## config.mk

```make
export PLATFORM = sky130hd
export DESIGN_NAME = msc_ctrl
export DESIGN_NICKNAME = d
export VERILOG_FILES = /design/src/msc_decim.v /design/src/msc_ctrl.v
export VERILOG_INCLUDE_DIRS = /design/src /design/src/common
export SDC_FILE = /design/constraint.sdc
export NUM_CORES = 1
export LEC_CHECK = 0
export BUFFER_PORTS_ARGS = -buffer_cell sky130_fd_sc_hd__clkbuf_2
export CAP_MARGIN = 20
export CORE_MARGIN = 1
export CORE_UTILIZATION = 56
export CTS_CLUSTER_DIAMETER = 200
export DETAILED_ROUTE_END_ITERATION = 12
export GPL_ROUTABILITY_DRIVEN = 0
export PLACE_DENSITY = 0.9
export RECOVER_POWER = 25
export SYNTH_ARGS = -nofsm -noshare
export SYNTH_HDL_FRONTEND = slang
export SYNTH_HIERARCHICAL = 1
export SYNTH_SLANG_ARGS = --single-unit
```

## constraint.sdc

```tcl
create_clock -name sys_clk -period 3.57 [get_ports sys_clk]
set_clock_uncertainty 0.15 [all_clocks]
set_input_delay 0.357 -clock sys_clk [delete_from_list [all_inputs] [get_ports sys_clk]]
set_output_delay 0.357 -clock sys_clk [all_outputs]
set_load 0.01 [all_outputs]
```

## src/common/msc_consts.vh

```
// Constants for the motion sleep and output control block
`ifndef MSC_CONSTS_VH
`define MSC_CONSTS_VH
// Register addresses
`define MSC_ADDR_RATE     8'h2c
`define MSC_ADDR_CAUSE    8'h30
`define MSC_ADDR_FORMAT   8'h31
`define MSC_ADDR_AXIS0    8'h32
// Rate register fields
`define MSC_RATE_LSB      0
`define MSC_RATE_MSB      3
`define MSC_LOWPWR_BIT    4
`define MSC_RATE_RESET    8'h0a
// Format register fields
`define MSC_FORCE_BIT     7
`define MSC_JUSTIFY_BIT   2
`define MSC_FORMAT_RESET  8'h00
// Cause register fields
`define MSC_CAUSE_READY   7
`define MSC_CAUSE_ACT     4
`define MSC_CAUSE_INACT   3
// Rate codes
`define MSC_CODE_1600     4'he
`define MSC_CODE_3200     4'hf
`define MSC_CODE_SLEEP    4'h8
// Self-test settling in output sample periods
`define MSC_SETTLE_SAMPLES 3'h4
// Rate code of 3200 Hz; the decimation exponent is this minus the rate code
`define MSC_TOP_EXP       4'hf
`endif

```

## src/msc_decim.v

```verilog
// Decimator that turns the base sample strobe into the output sample strobe
`timescale 1ns/1ps
module msc_decim (
    // Clock and reset
    input  wire        sys_clk,
    input  wire        rst,
    // Sample strobes
    input  wire        base_stb,
    input  wire [3:0]  rate_code,
    output reg         out_stb
);
    `include "msc_consts.vh"

    reg  [15:0] cnt_q;
    wire [15:0] limit;

    // Power of two ratio from the rate code
    assign limit = (rate_code >= `MSC_TOP_EXP) ? 16'h0000 :
                   (16'hffff >> (5'd16 - {1'b0, `MSC_TOP_EXP - rate_code}));

    always @(posedge sys_clk) begin
        if (rst) begin
            cnt_q   <= 16'h0000;
            out_stb <= 1'b0;
        end else begin
            out_stb <= 1'b0;
            if (base_stb) begin
                if (cnt_q >= limit) begin
                    cnt_q   <= 16'h0000;
                    out_stb <= 1'b1;
                end else begin
                    cnt_q <= cnt_q + 16'h0001;
                end
            end
        end
    end
endmodule // msc_decim

```

## src/msc_ctrl.v

```verilog
// Sleep, wake, self-test and output formatting control of the motion sensor
`timescale 1ns/1ps
// What this block and its host do
// Lower output rates are decimated from one base stream; activity uses base samples.
// With link on, activity is searched for again only after inactivity.
// Reading the cause register at 0x30 clears activity and inactivity flags.
// An uncleared activity flag keeps the block out of automatic sleep.
// With sleep, autosleep and link on, inactivity drops to a slow rate and arms activity.
// Activity while asleep restores the rate, flags activity and rearms inactivity.
// Reduced power keeps sample-ready and the sample path running.
// The self-test force settles in the output within 4 output sample periods.
// The rate register at 0x2c holds the rate code in bits 3 to 0.
// Bit 4 of the rate register selects reduced power.
// Bit 7 of the format register at 0x31 applies the self-test force.
// Output codes scale at 48.83 mg per count.
// At 3200 Hz and 1600 Hz the lowest data bit is always zero.
// The lowest data bit sits at bit 0 right justified and bit 3 left justified.
// The host reads samples in stream mode or right after sample-ready rises.
// The host averages samples with and without force and takes the difference.
// Each axis is twos complement over two bytes, low byte at the lower address.
module msc_ctrl (
    // Clock and reset
    input  wire        sys_clk,
    input  wire        rst,
    // Register port
    input  wire [7:0]  reg_addr,
    input  wire        reg_wr,
    input  wire        reg_rd,
    input  wire [7:0]  reg_wdata,
    output reg  [7:0]  reg_rdata,
    // Mode controls
    input  wire        sleep_en,
    input  wire        autosleep_en,
    input  wire        link_en,
    // Sensor side
    input  wire        base_stb,
    input  wire [12:0] raw_x,
    input  wire [12:0] raw_y,
    input  wire [12:0] raw_z,
    input  wire        act_hit,
    input  wire        inact_hit,
    // Status outputs
    output reg         force_on,
    output reg         asleep,
    output reg         low_power,
    output reg         settled,
    output reg         act_armed,
    output reg         inact_armed
);
    `include "msc_consts.vh"

    // ******************************
    // Registers and state
    // ******************************
    reg  [7:0]  rate_q;
    reg  [7:0]  fmt_q;
    reg  [7:0]  cause_q;
    reg  [3:0]  saved_rate_q;
    reg  [2:0]  settle_q;
    reg  [15:0] ax_q [0:2];
    wire [3:0]  eff_rate;
    wire        out_stb;
    wire        act_ev;
    wire        inact_ev;
    wire        cause_rd;
    wire        rate_wr;
    wire        fmt_wr;
    wire        force_flip;

    localparam ST_AWAKE = 1'b0;
    localparam ST_SLEEP = 1'b1;

    // ******************************
    // Address decoding
    // ******************************
    function addr_hit;
        input       strobe;
        input [7:0] addr;
        input [7:0] want;
        begin
            addr_hit = strobe && (addr == want);
        end
    endfunction

    assign eff_rate = asleep ? `MSC_CODE_SLEEP : rate_q[`MSC_RATE_MSB:`MSC_RATE_LSB];
    assign cause_rd = addr_hit(reg_rd, reg_addr, `MSC_ADDR_CAUSE);
    assign rate_wr  = addr_hit(reg_wr, reg_addr, `MSC_ADDR_RATE);
    assign fmt_wr   = addr_hit(reg_wr, reg_addr, `MSC_ADDR_FORMAT);
    // Write that toggles the self-test force
    assign force_flip = fmt_wr && (reg_wdata[`MSC_FORCE_BIT] != fmt_q[`MSC_FORCE_BIT]);
    // Activity judged on undecimated base samples
    assign act_ev   = base_stb && act_hit && act_armed;
    assign inact_ev = base_stb && inact_hit && inact_armed;

    // ******************************
    // Output rate decimation
    // ******************************
    msc_decim u_decim (
        .sys_clk   (sys_clk),
        .rst       (rst),
        .base_stb  (base_stb),
        .rate_code (eff_rate),
        .out_stb   (out_stb)
    );

    // ******************************
    // Formatting
    // ******************************
    function [15:0] fmt_word;
        input [12:0] raw;
        input        left;
        input [3:0]  code;
        reg   [12:0] v;
        begin
            v = raw;
            if (code == `MSC_CODE_3200 || code == `MSC_CODE_1600)
                v[0] = 1'b0;
            if (left)
                fmt_word = {v, 3'b000};
            else
                fmt_word = {{3{v[12]}}, v};
        end
    endfunction

    // ******************************
    // Register writes and state
    // ******************************
    integer i;
    always @(posedge sys_clk) begin
        if (rst) begin
            rate_q       <= `MSC_RATE_RESET;
            fmt_q        <= `MSC_FORMAT_RESET;
            cause_q      <= 8'h00;
            saved_rate_q <= 4'h0;
            settle_q     <= 3'h0;
            asleep       <= ST_AWAKE;
            act_armed    <= 1'b1;
            inact_armed  <= 1'b1;
            for (i = 0; i < 3; i = i + 1)
                ax_q[i] <= 16'h0000;
        end else begin
            if (rate_wr)
                rate_q <= {3'b000, reg_wdata[4:0]};
            if (fmt_wr)
                fmt_q <= reg_wdata;
            if (force_flip) begin
                settle_q <= `MSC_SETTLE_SAMPLES;
            end else if (out_stb && settle_q != 3'h0) begin
                settle_q <= settle_q - 3'h1;
            end
            // Flags: set wins over read clear
            if (cause_rd) begin
                cause_q[`MSC_CAUSE_ACT]   <= 1'b0;
                cause_q[`MSC_CAUSE_INACT] <= 1'b0;
                cause_q[`MSC_CAUSE_READY] <= 1'b0;
            end
            if (out_stb) begin
                cause_q[`MSC_CAUSE_READY] <= 1'b1;
                ax_q[0] <= fmt_word(raw_x, fmt_q[`MSC_JUSTIFY_BIT], eff_rate);
                ax_q[1] <= fmt_word(raw_y, fmt_q[`MSC_JUSTIFY_BIT], eff_rate);
                ax_q[2] <= fmt_word(raw_z, fmt_q[`MSC_JUSTIFY_BIT], eff_rate);
            end
            case (asleep)
                ST_AWAKE: begin
                    if (act_ev) begin
                        cause_q[`MSC_CAUSE_ACT] <= 1'b1;
                        if (link_en) begin
                            act_armed   <= 1'b0;
                            inact_armed <= 1'b1;
                        end
                    end else if (inact_ev) begin
                        cause_q[`MSC_CAUSE_INACT] <= 1'b1;
                        if (link_en) begin
                            inact_armed <= 1'b0;
                            act_armed   <= 1'b1;
                        end
                        if (sleep_en && autosleep_en && link_en
                            && !cause_q[`MSC_CAUSE_ACT]) begin
                            asleep       <= ST_SLEEP;
                            saved_rate_q <= rate_q[3:0];
                        end
                    end
                end
                ST_SLEEP: begin
                    if (act_ev) begin
                        asleep                  <= ST_AWAKE;
                        rate_q[3:0]             <= saved_rate_q;
                        cause_q[`MSC_CAUSE_ACT] <= 1'b1;
                        act_armed               <= 1'b0;
                        inact_armed             <= 1'b1;
                    end
                end
                default: asleep <= ST_AWAKE;
            endcase
        end
    end

    // ******************************
    // Read data and status
    // ******************************
    always @(posedge sys_clk) begin
        if (rst) begin
            reg_rdata <= 8'h00;
            force_on  <= 1'b0;
            low_power <= 1'b0;
            settled   <= 1'b1;
        end else begin
            force_on  <= fmt_q[`MSC_FORCE_BIT];
            low_power <= rate_q[`MSC_LOWPWR_BIT];
            settled   <= (settle_q == 3'h0);
            case (reg_addr)
                `MSC_ADDR_RATE:   reg_rdata <= rate_q;
                `MSC_ADDR_CAUSE:  reg_rdata <= cause_q;
                `MSC_ADDR_FORMAT: reg_rdata <= fmt_q;
                8'h32:            reg_rdata <= ax_q[0][7:0];
                8'h33:            reg_rdata <= ax_q[0][15:8];
                8'h34:            reg_rdata <= ax_q[1][7:0];
                8'h35:            reg_rdata <= ax_q[1][15:8];
                8'h36:            reg_rdata <= ax_q[2][7:0];
                8'h37:            reg_rdata <= ax_q[2][15:8];
                default:          reg_rdata <= 8'h00;
            endcase
        end
    end
endmodule // msc_ctrl

```

==> qor.txt, run 1 <==
status = finished with violations
failing checks = max-capacitance violations, max-slew violations
main combinational cell family by area after synthesis = simple AND/OR/NAND/NOR gates
Root Driver = clkbuf_8
CTS sink count = 102
Main synth FF type = dfxtp_1
IO Count = 79
initial core utilization = 57.82%
wire per inst = 17.34 µm
hold_buf cts = 0
Syn Nets = 607
max cap viols = 2
die width = 99.91 µm
min Tclk post-route = 3.370 ns
relative slew slack = -10.01%
top-area cell type share of the netlist area = 26.85%
critical path data required time = 3.71 ns
Post-synth top cells = 63 x nor2_1, 56 x mux2i_1, 54 x dfxtp_1, 48 x edfxtp_1, 34 x a21oi_1
Mapped Area = 5368 µm²
VDD IR max = 0.1650 mV
final wirelength = 12.64 mm
vias post-DR = 4,308
Distinct cells, synth = 58
met2 routed WL = 6.190 mm
Worst Hold Margin = 0.08919 ns
TritonRoute pass-1 iters = 5
yosys warns = 6
dpl ws = 0.1555 ns
Vias/cell = 5.909
number of global-route vias before repair = 4,035
setup TNS = 0 ns
GRT Resource Usage Total = 25.80%
Max Used Layer = met4
Std-Cell Rows = 35
area occupied by multi-input gates = 2684 µm²
area share of fa/ha/maj cells after synthesis = 5.128%
Synth Area in Simple Gates = 20.00%
Pwr Total = 2.146 mW
synth top area cells = edfxtp_1 27%, dfxtp_1 20%, mux2i_1 10%
CTS H-Tree Depth = 3
nets = 682
average size of a mapped cell = 10.32 µm²
initial antenna violation count = 0
CTS Buffer Depth = 2
Detail Route Antenna Nets = 0
largest area contributor in the netlist = edfxtp_1
Fin. Hold Viols = 0
post-cts sizing count = 0
clock latency on the worst-skew pair = 0.37 ns
Area growth, synth to finish = 13.05%
register clock-pin slew on the reported worst setup and hold paths = 0.09 ns
cts bufs inserted = 9
worst endpoint data arrival time = 3.51 ns
Slew Viols, Final = 65
R2R depth = 12
crit path capture type = register
M1 wire length = 5.144 mm
Post-Syn Instances = 520
fin crit share = 94.39%
Post-Synth XOR/XNOR Area = 2.611%
Initial DRC Count = 447
most numerous cell in the Yosys netlist = nor2_1
CTS tree = yes
setup violators final = 0
WHS Path Cells = 3
Fillers = 705
Leak = 2.452 nW
Placeable Area = 9284 µm²
CP startpoint kind = register
Worst Tran Pin Value = 1.650 ns
n_diodes = 0
post-synthesis mux area share = 11.49%
largest net degree at the start of global routing = 49
GRT overflow = 0
routed wl met3 = 930 µm
worst setup slack after layout = 0.2004 ns
share of cells above drive strength 1 = 19.17%
Post-synth EDFFs = 48
I/O Buffers = 78
Setup CP Type = register to register
Post-synth ARST share = 0%
RSZ-0062 raised after global routing = no
Final HPWL DP = 9.431 mm
class of the worst hold path = input pin to register
crit path max fanout = 16
DRC Markers = 0
register area share after synthesis = 46.99%
die height = 99.91 µm
FF+latch area = 2524 µm²
Die ar. = 9981 µm²
first-pass GRT wire length = 19.69 mm
flops & latches, synth = 102
achievable frequency = 296.8 MHz
post-synthesis compound-gate area fraction = 10.77%
Power per Cell Area = 353.6 nW/µm²
stage by stage:
step           area (µm²)  utilization, %  std cells
6_report             6068           65.36        729
5_1_grt              6068           65.36        729
4_1_cts              6071           65.39        728
3_5_place_dp         5879           63.33        712
3_3_place_gp         5879           63.33        712
2_1_floorplan        5368               -        520
path summary, 6_finish.rpt:
path / start / to / slack, ns
worst max register to register: rate_q[1] / u_decim/out_stb / 0.20
worst min-delay path: reg_wdata[5] / fmt_q[5] / 0.09
worst max-delay path: rate_q[1] / u_decim/out_stb / 0.20
worst min register to register: rate_q[4] / low_power / 0.34
what timing repair did:
item                                    4_1_cts  5_1_grt
endpoints found under the setup margin        0       16
hold endpoints to repair                      0        0
setup buffers                                 0        1
cell usage in the layout (no fill, tap or decap), drive strengths merged, types with 9 or more instances in the layout:
cell type / synthesis / final
a21oi: 34 / 34
and2: 10 / 10
and3: 9 / 9
clkbuf: 14 / 90
dfxtp: 54 / 54
edfxtp: 48 / 48
ha: 22 / 22
inv: 16 / 17
mux2i: 56 / 56
nand2: 33 / 33
nand2b: 13 / 13
nand3: 13 / 13
nor2: 63 / 63
nor2b: 11 / 11
nor3: 22 / 22
xor2: 11 / 11
report_power, final:
part / internal (mW) / total (mW) / switching, mW
Clock: 0.328 / 0.714 / 0.387
Sequential: 1.24 / 1.26 / 0.0119
Combinational: 0.0708 / 0.176 / 0.105
layer usage:
metal | track usage, % | up-vias
met3 | 4.039 | 38
met2 | 42.65 | 230
li1 | - | 2032
met5 | 0 | -
met4 | 12.22 | 0
met1 | 33.30 | 2008
critical path, stage by stage, from the launching register on:
cell and delay [ns]:
dfxtp_1 0.39, nor2b_1 0.34, ha_1 0.28, ha_1 0.29, nor2_1 0.22, nand2_1 0.10
ha_1 0.32, nand2_2 0.09, nor4_4 0.37, o311ai_4 0.18, a31oi_4 0.23, buf_12 0.18
nor2b_1 0.14
area by class of cell:
| type | count | share of cell area [%] |
|---|---|---|
| Clock buffer | 11 | 2.165 |
| Clock inverter | 5 | 0.9897 |
| Inverter | 16 | 0.9897 |
| Multi-Input combinational cell | 379 | 44.23 |
| Sequential cell | 102 | 41.59 |
| Tap cell | 129 | 2.660 |
| Timing Repair Buffer | 87 | 7.381 |
state kept, by name (all words and copies together) (netlist names):
register	count
fmt_q	8
rate_q	5
force_on	1
act_armed	1
u_decim/cnt_q	16
inact_armed	1
saved_rate_q	4
cause_q	3
settle_q	3
u_decim/out_stb	1
asleep	1
settled	1
reg_rdata	8
low_power	1
ax_q	48
kinds of logic (layout without fill, tap and decap cells):
kind of cell             Yosys count  in the layout
AND/OR/NAND/NOR                  198            198
flip-flops                       102            102
AO/OA/AOI/OAI                     83             83
multiplexers                      60             60
buffers and inverters             39            119
adder cells (fa/ha/maj)           22             22
XOR/XNOR                          16             16
(Power assumes the default switching activity.)
==> inputs of run 2 (changes only) <==
- ABC_AREA: not set -> 1
==> run 2 against run 1 <==
Compared with the run above:
- the flow now finishes without violations
- die area is 1.0% higher
- fmax grew 14%
- critical path depth rose by 6
- sequential share of layout area is essentially flat
- utilization decreased by 0.32 points
- critical path type unchanged
- cell count grew 22%
- non-clock buffer count decreased by 5
- wire length up 2.7%
- clock power up 5.5%
- worst setup slack gained 0.41 ns
- worst hold slack gained 0.018 ns
- total power increased by 0.67%
- largest cell class is now registers
==> qor.txt, run 2 <==
WHS Path Cells = 3 (unchanged)
Reg-to-Reg Start = asleep (was rate_q[1])
flops & latches, synth = 102 (unchanged)
Area growth, synth to finish = 11.88% (was 13.05%)
IO Count = 79 (unchanged)
first-pass GRT wire length = 21.00 mm (was 19.69 mm)
worst endpoint data arrival time = 3.07 ns (was 3.51 ns)
Root Driver = clkbuf_8 (unchanged)
GRT Resource Usage Total = 26.76% (was 25.80%)
Final HPWL DP = 9.607 mm (was 9.431 mm)
post-cts sizing count = 0 (unchanged)
register area share after synthesis = 46.52% (was 46.99%)
CTS Buffer Depth = 2 (unchanged)
Leak = 2.777 nW (was 2.452 nW)
CTS H-Tree Depth = 3 (unchanged)
Syn Nets = 765 (was 607)
CP startpoint kind = register (unchanged)
Fillers = 780 (was 705)
crit path max fanout = 16 (unchanged)
share of cells above drive strength 1 = 14.91% (was 19.17%)
synth top area cells = edfxtp_1 27%, dfxtp_1 20%, inv_1 7.3% (was edfxtp_1 27%, dfxtp_1 20%, mux2i_1 10%)
most used cell, CP = nand2_1 (was ha_1)
DRC Markers = 0 (unchanged)
critical path data required time = 3.67 ns (was 3.71 ns)
Post-synth ARST share = 0% (unchanged)
beginning of the worst hold path = reg_wdata[4] (was reg_wdata[5])
worst-path cell chain = inv_1 > nand2_1 > inv_1 > xor2_1 > a21oi_1 > a31oi_1 > ha_1 > nand2_1 > inv_1 > nand2_1 > nor2_1 > nor2_1 > nand2_1 > nand2_1 > nand2_1 > nand2_2 > nand2_4 > nor2_1 (was nor2b_1 > ha_1 > ha_1 > nor2_1 > nand2_1 > ha_1 > nand2_2 > nor4_4 > o311ai_4 > a31oi_4 > buf_12 > nor2b_1)
top-area cell type share of the netlist area = 26.58% (was 26.85%)
max cap viols = 0 (was 2)
number of global-route vias before repair = 4,663 (was 4,035)
setup TNS = 0 ns (unchanged)
VDD IR max = 0.2043 mV (was 0.1650 mV)
clock latency on the worst-skew pair = 0.37 ns (about the same)
final core area utilization = 65.04% (was 65.36%)
most numerous cell in the Yosys netlist = inv_1 (was nor2_1)
initial antenna violation count = 0 (unchanged)
dpl ws = 0.7237 ns (was 0.1555 ns)
Post-Syn Instances = 678 (was 520)
critical path's top delay family = simple AND/OR/NAND/NOR gates (unchanged)
largest area contributor in the netlist = edfxtp_1 (unchanged)
initial core utilization = 58.14% (was 57.82%)
largest net degree at the start of global routing = 49 (unchanged)
sequential share of power = 58.3% (was 58.5%)
Mapped Area = 5423 µm² (was 5368 µm²)
hold_buf cts = 0 (unchanged)
class of the worst hold path = input pin to register (unchanged)
Power per Cell Area = 356.0 nW/µm² (was 353.6 nW/µm²)
register clock-pin slew on the reported worst setup and hold paths = 0.10 ns (was 0.09 ns)
slowest cell on the critical path = dfxtp_1 (unchanged)
Largest regs = ax_q: 48 flops, u_decim/cnt_q: 16 flops (unchanged)
setup violators final = 0 (unchanged)
Post-synth EDFFs = 48 (unchanged)
I/O Buffers = 78 (unchanged)
n_diodes = 0 (unchanged)
capturing point of the worst reg2reg path = u_decim/cnt_q[3] (was u_decim/out_stb)
sw frac = 24.60% (was 23.47%)
R2R depth = 18 (was 12)
max FFs per register = 48 (unchanged)
worst setup slack after layout = 0.6069 ns (was 0.2004 ns)
RSZ-0062 raised after global routing = no (unchanged)
yosys warns = 6 (unchanged)
crit path capture type = register (unchanged)
Main synth FF type = dfxtp_1 (unchanged)
Int Pwr = 1.629 mW (was 1.642 mW)
flop2flop setup slack = 0.61 ns (was 0.20 ns)
Std-Cell Rows = 35 (unchanged)
Initial DRC Count = 364 (was 447)
clock share of power = 34.9% (was 33.3%)
Slew Viols, Final = 0 (was 65)
Worst Hold Margin = 0.1074 ns (was 0.08919 ns)
Placed Cells = 869 (was 712)
Fin. Hold Viols = 0 (unchanged)
final wirelength = 12.98 mm (was 12.64 mm)
Pwr Total = 2.160 mW (was 2.146 mW)
TritonRoute pass-1 iters = 5 (unchanged)
Logic pwr share = 6.8% (was 8.2%)
die height = 100.4 µm (was 99.91 µm)
Die ar. = 10,080 µm² (was 9981 µm²)
relative slew slack = 7.993% (was -10.01%)
wire per inst = 14.63 µm (was 17.34 µm)
Worst Hold Endpoint = fmt_q[4] (was fmt_q[5])
Layout Cells excl Fill = 887 (was 729)
Post-synth top cells = 105 x inv_1, 104 x nand2_1, 95 x nor2_1, 70 x nand3_1, 54 x dfxtp_1 (was 63 x nor2_1, 56 x mux2i_1, 54 x dfxtp_1, 48 x edfxtp_1, 34 x a21oi_1)
Detail Route Antenna Nets = 0 (unchanged)
commonest non-fill, non-tap cell in the layout = inv_1
Switch Pwr = 531.3 µW (was 503.6 µW)
Top reg by flops = ax_q (unchanged)
average size of a mapped cell = 7.998 µm² (was 10.32 µm²)
Final Cell Area = 6067 µm² (was 6068 µm²)
Crit path largest cell delay = 0.45 ns (was 0.39 ns)
Placeable Area = 9328 µm² (was 9284 µm²)
nets = 840 (was 682)
Post CTS Setup Buffer Count = 0 (unchanged)
min Tclk post-route = 2.963 ns (was 3.370 ns)
WP buf/inv = 3 (was 1)
status = complete, no violations (was finished with violations)
most frequent cells in the layout = 105 x inv_1, 103 x nand2_1, 95 x nor2_1 (was 63 x nor2_1, 63 x clkbuf_2, 56 x mux2i_1)
cts bufs inserted = 9 (unchanged)
Distinct cells, synth = 33 (was 58)
GRT overflow = 0 (unchanged)
fin crit share = 83.00% (was 94.39%)
DP Area = 5858 µm² (was 5879 µm²)
CTS sink count = 102 (unchanged)
die width = 100.4 µm (was 99.91 µm)
Worst Tran Pin Value = 1.380 ns (was 1.650 ns)
Vias/cell = 5.484 (was 5.909)
Setup CP Type = register to register (unchanged)
vias post-DR = 4,864 (was 4,308)
CTS tree = yes (unchanged)
achievable frequency = 337.5 MHz (was 296.8 MHz)
[run 2: cells by family (layout without fill, tap and decap cells)]
logic type,Yosys count,after routing,synth area share [%]
simple gates,307,307,25.47
buf+inv,128,208,10.27
compound gates,107,107,10.71
mux,1,1,0.1846
xor+xnor,11,11,1.777
fa+ha+maj,22,22,5.076
flops,102,102,46.52
[run 2: worst reg2reg max path, cell delays in order (launching register included)]
cell and delay, ns:
dfxtp_1 0.45, inv_1 0.12, nand2_1 0.18, inv_1 0.08, xor2_1 0.17, a21oi_1 0.44, a31oi_1 0.10, ha_1 0.33
nand2_1 0.06, inv_1 0.06, nand2_1 0.07, nor2_1 0.11, nor2_1 0.05, nand2_1 0.06, nand2_1 0.05, nand2_1 0.06
nand2_2 0.07, nand2_4 0.18, nor2_1 0.07
[run 2: power by group through the flow]
stage               Clock, mW  Sequential, mW  Combinational (mW)
floorplan                   0            1.28              0.0856
global placement            0            1.28               0.139
detailed placement          0            1.29               0.146
CTS                     0.752            1.26               0.147
global route            0.798            1.26               0.165
finish                  0.753            1.26               0.147
[run 2: worst max-delay path by stage]
stage	to	slack, ns	cells past startpoint	start
after global placement	u_decim/cnt_q[5]	0.91	17	asleep
after floorplan	u_decim/cnt_q[7]	0.95	15	asleep
after CTS	u_decim/cnt_q[0]	0.69	14	rate_q[1]
final	u_decim/cnt_q[3]	0.61	18	asleep
after global routing	u_decim/cnt_q[10]	0.29	14	rate_q[1]
after detailed placement	u_decim/cnt_q[0]	0.72	18	rate_q[1]
[run 2: final cells by class]
type,count,area [µm²],area share (%)
clock buffer,10,127.6,2.104
clock inverter,6,68.82,1.134
inverter,110,417.9,6.888
multi-input combinational,448,2351,38.75
sequential,102,2522,41.58
tap,129,161.4,2.660
timing repair buffer,82,417.9,6.888
[run 2: metal layers]
layer | global-route usage [%] | up-vias | part of all wire (%)
li1 | - | 2375 | -
met1 | 31.91 | 2212 | 39
met2 | 47.58 | 242 | 50
met3 | 5.362 | 35 | 8.0
met4 | 10.03 | 0 | 2.7
met5 | 0 | - | 0
==> inputs of run 3 (changes only) <==
- ABC_AREA: 1 -> 0
- CORE_UTILIZATION: 56 -> 52
- PLACE_DENSITY: 0.9 -> 0.89
- clock period: 3.57 -> 2.7 ns (I/O delays scaled with it)
==> run 3 against run 2 <==
Compared with the run above:
- die area increased by 6.5%
- fmax fell by 4.7%
- utilization rose by 0.81 points
- the run now ends with negative setup slack left
- largest power group unchanged
- critical path depth fell by 5
- first-iteration DRC count rose by 40%
- cell count decreased by 14%
- largest cell class is now multi-input combinational cells
- sequential power rose by 32%
- global-route usage is 1.6 points lower
- worst hold slack got worse by 0.095 ns
- via count down 4.4%
- combinational power increased by 72%
- highest routed layer unchanged
- wire length rose by 11%
==> qor.txt, run 3 (synthesis gave the netlist of run 1 again) <==
Slew Viols, Final = 0 (unchanged)
Switch Pwr = 698.4 µW (was 531.3 µW)
Initial DRC Count = 511 (was 364)
DP Area = 6116 µm² (was 5858 µm²)
clock share of power = 31.6% (was 34.9%)
worst-path cell chain = nor2b_4 > ha_4 > nand2b_4 > mux2i_4 > buf_6 > nand2_1 > ha_1 > a21oi_1 > o21ai_0 > a21oi_1 > a31oi_4 > buf_8 > nor3_1 (was inv_1 > nand2_1 > inv_1 > xor2_1 > a21oi_1 > a31oi_1 > ha_1 > nand2_1 > inv_1 > nand2_1 > nor2_1 > nor2_1 > nand2_1 > nand2_1 > nand2_1 > nand2_2 > nand2_4 > nor2_1)
Area growth, synth to finish = 21.59% (was 11.88%)
Final Cell Area = 6526 µm² (was 6067 µm²)
Max Used Layer = met4 (unchanged)
Logic pwr share = 9.0% (was 6.8%)
CP startpoint kind = register (unchanged)
Fin. Hold Viols = 0 (unchanged)
I/O Buffers = 78 (unchanged)
relative slew slack = 60.65% (was 7.993%)
vias post-DR = 4,648 (was 4,864)
Reg-to-Reg Start = asleep (unchanged)
min Tclk post-route = 3.109 ns (was 2.963 ns)
sw frac = 24.98% (was 24.60%)
worst setup slack after layout = -0.4088 ns (was 0.6069 ns)
Die ar. = 10,730 µm² (was 10,080 µm²)
commonest non-fill, non-tap cell in the layout = clkbuf_2 (was inv_1)
Largest regs = ax_q: 48 flops, u_decim/cnt_q: 16 flops (unchanged)
TritonRoute pass-1 iters = 6 (was 5)
Setup CP Type = register to register (unchanged)
RSZ-0062 raised after global routing = yes (was no)
final wirelength = 14.46 mm (was 12.98 mm)
CTS tree = yes (unchanged)
largest net degree at the start of global routing = 50 (was 49)
most used cell, CP = a21oi_1 (was nand2_1)
Crit path largest cell delay = 0.42 ns (was 0.45 ns)
beginning of the worst hold path = reg_wdata[4] (unchanged)
cts bufs inserted = 9 (unchanged)
max cap viols = 0 (unchanged)
routed wl met3 = 1.223 mm (was 1.034 mm)
Power per Cell Area = 428.4 nW/µm² (was 356.0 nW/µm²)
CTS Buffer Depth = 2 (unchanged)
clock latency on the worst-skew pair = 0.38 ns (was 0.37 ns)
Root Driver = clkbuf_8 (unchanged)
IO Count = 79 (unchanged)
met2 routed WL = 6.991 mm (was 6.486 mm)
Vias/cell = 6.084 (was 5.484)
sequential share of power = 59.4% (was 58.3%)
worst endpoint data arrival time = 3.24 ns (was 3.07 ns)
register clock-pin slew on the reported worst setup and hold paths = 0.10 ns (about the same)
wire per inst = 18.92 µm (was 14.63 µm)
initial core utilization = 54.17% (was 58.14%)
die width = 103.6 µm (was 100.4 µm)
Placeable Area = 9910 µm² (was 9328 µm²)
crit path max fanout = 8 (was 16)
CTS H-Tree Depth = 3 (unchanged)
status = finished with violations (was complete, no violations)
n_diodes = 0 (unchanged)
achievable frequency = 321.7 MHz (was 337.5 MHz)
crit path capture type = register (unchanged)
Worst Hold Margin = 0.01249 ns (was 0.1074 ns)
CTS sink count = 102 (unchanged)
slowest cell on the critical path = dfxtp_4 (was dfxtp_1)
Detail Route Antenna Nets = 0 (unchanged)
max FFs per register = 48 (unchanged)
most frequent cells in the layout = 78 x clkbuf_2, 62 x nor2_1, 55 x mux2i_1 (was 105 x inv_1, 103 x nand2_1, 95 x nor2_1)
Leak = 2.646 nW (was 2.777 nW)
M1 wire length = 5.445 mm (was 5.111 mm)
DRC Markers = 0 (unchanged)
share of cells above drive strength 1 = 29.64% (was 14.91%)
class of the worst hold path = input pin to register (unchanged)
number of global-route vias before repair = 4,509 (was 4,663)
first-pass GRT wire length = 21.34 mm (was 21.00 mm)
setup violators final = 17 (was 0)
VDD IR max = 0.2233 mV (was 0.2043 mV)
Top reg by flops = ax_q (unchanged)
GRT overflow = 0 (unchanged)
initial antenna violation count = 0 (unchanged)
fin crit share = 115.1% (was 83.00%)
Int Pwr = 2.097 mW (was 1.629 mW)
Critical Path Start = asleep (unchanged)
nets = 713 (was 840)
Fillers = 711 (was 780)
critical path data required time = 2.83 ns (was 3.67 ns)
Worst Tran Pin Value = 0.5902 ns (was 1.380 ns)
Std-Cell Rows = 36 (was 35)
failing checks = negative setup slack
GRT Resource Usage Total = 25.15% (was 26.76%)
die height = 103.6 µm (was 100.4 µm)
Final HPWL DP = 9.464 mm (was 9.607 mm)
-- run 3: cell count changes in the layout (fill, tap and decap cells not counted), moves of 16 or more --
cell and delta:
mux2i_1 +54, nor2_1 -33, nand2_1 -74, nand3_1 -58, buf_4 +30, o22ai_1 -20, clkbuf_1 -16, inv_1 -90
o21ai_0 -36
-- run 3: cell type report --
type / count / area [µm²] / area share (%)
Timing Repair Buffer: 118 / 738.2 / 11.31
Inverter: 16 / 60.06 / 0.9202
Clock buffer: 11 / 135.1 / 2.071
Multi-Input combinational cell: 379 / 2865 / 43.90
Tap cell: 133 / 166.4 / 2.550
Clock inverter: 5 / 33.78 / 0.5176
Sequential cell: 102 / 2527 / 38.73
-- run 3: power by group through the flow --
stage	Clock (mW)	Sequential [mW]	Combinational, mW
after floorplan	0	1.69	0.128
after global placement	0	1.69	0.225
after detailed placement	0	1.69	0.235
after CTS	0.875	1.66	0.241
after global routing	0.932	1.66	0.272
final	0.883	1.66	0.253
-- run 3: stage by stage --
step	setup TNS, ns	worst slack (ns)	power [mW]	util [%]	cells
2_1_floorplan	-2.385	-0.2183	1.817	-	520
3_3_place_gp	-2.270	-0.1698	1.917	61.72	736
3_5_place_dp	-4.813	-0.3167	1.929	61.72	736
4_1_cts	-4.431	-0.2890	2.774	65.48	763
5_1_grt	-6.793	-0.4503	2.867	65.86	764
6_report	-5.642	-0.4088	2.796	65.86	764
-- run 3: worst max-delay path: cells and delay by family (launching register included) --
family	cells	cell delay [ns]
buffers and inverters	2	0.32
multiplexers	1	0.21
AND/OR/NAND/NOR	4	0.47
adder cells (fa/ha/maj)	2	0.53
AO/OA/AOI/OAI	4	0.91
flip-flops	1	0.42
-- run 3: final timing paths --
check	to	slack [ns]	cells after the start
worst max-delay path	u_decim/cnt_q[9]	-0.41	13
worst min-delay path	rate_q[4]	0.01	3
worst max register to register	u_decim/cnt_q[9]	-0.41	13
worst min register to register	low_power	0.34	1
-- run 3: what timing repair did --
item                                   CTS  global route
hold buffers                             3             0
cloned                                   1             0
pin swaps                               19             9
setup buffers                            7             3
setup endpoints to repair               17            17
gates resized for setup                 18            12
endpoints found under the hold margin    3             0
-- run 3: layer usage --
metal / GRT usage, % / vias to the layer above
met5: 0 / -
li1: - / 2100
met4: 12.53 / 0
met3: 4.594 / 78
met2: 43.38 / 279
met1: 30.06 / 2191
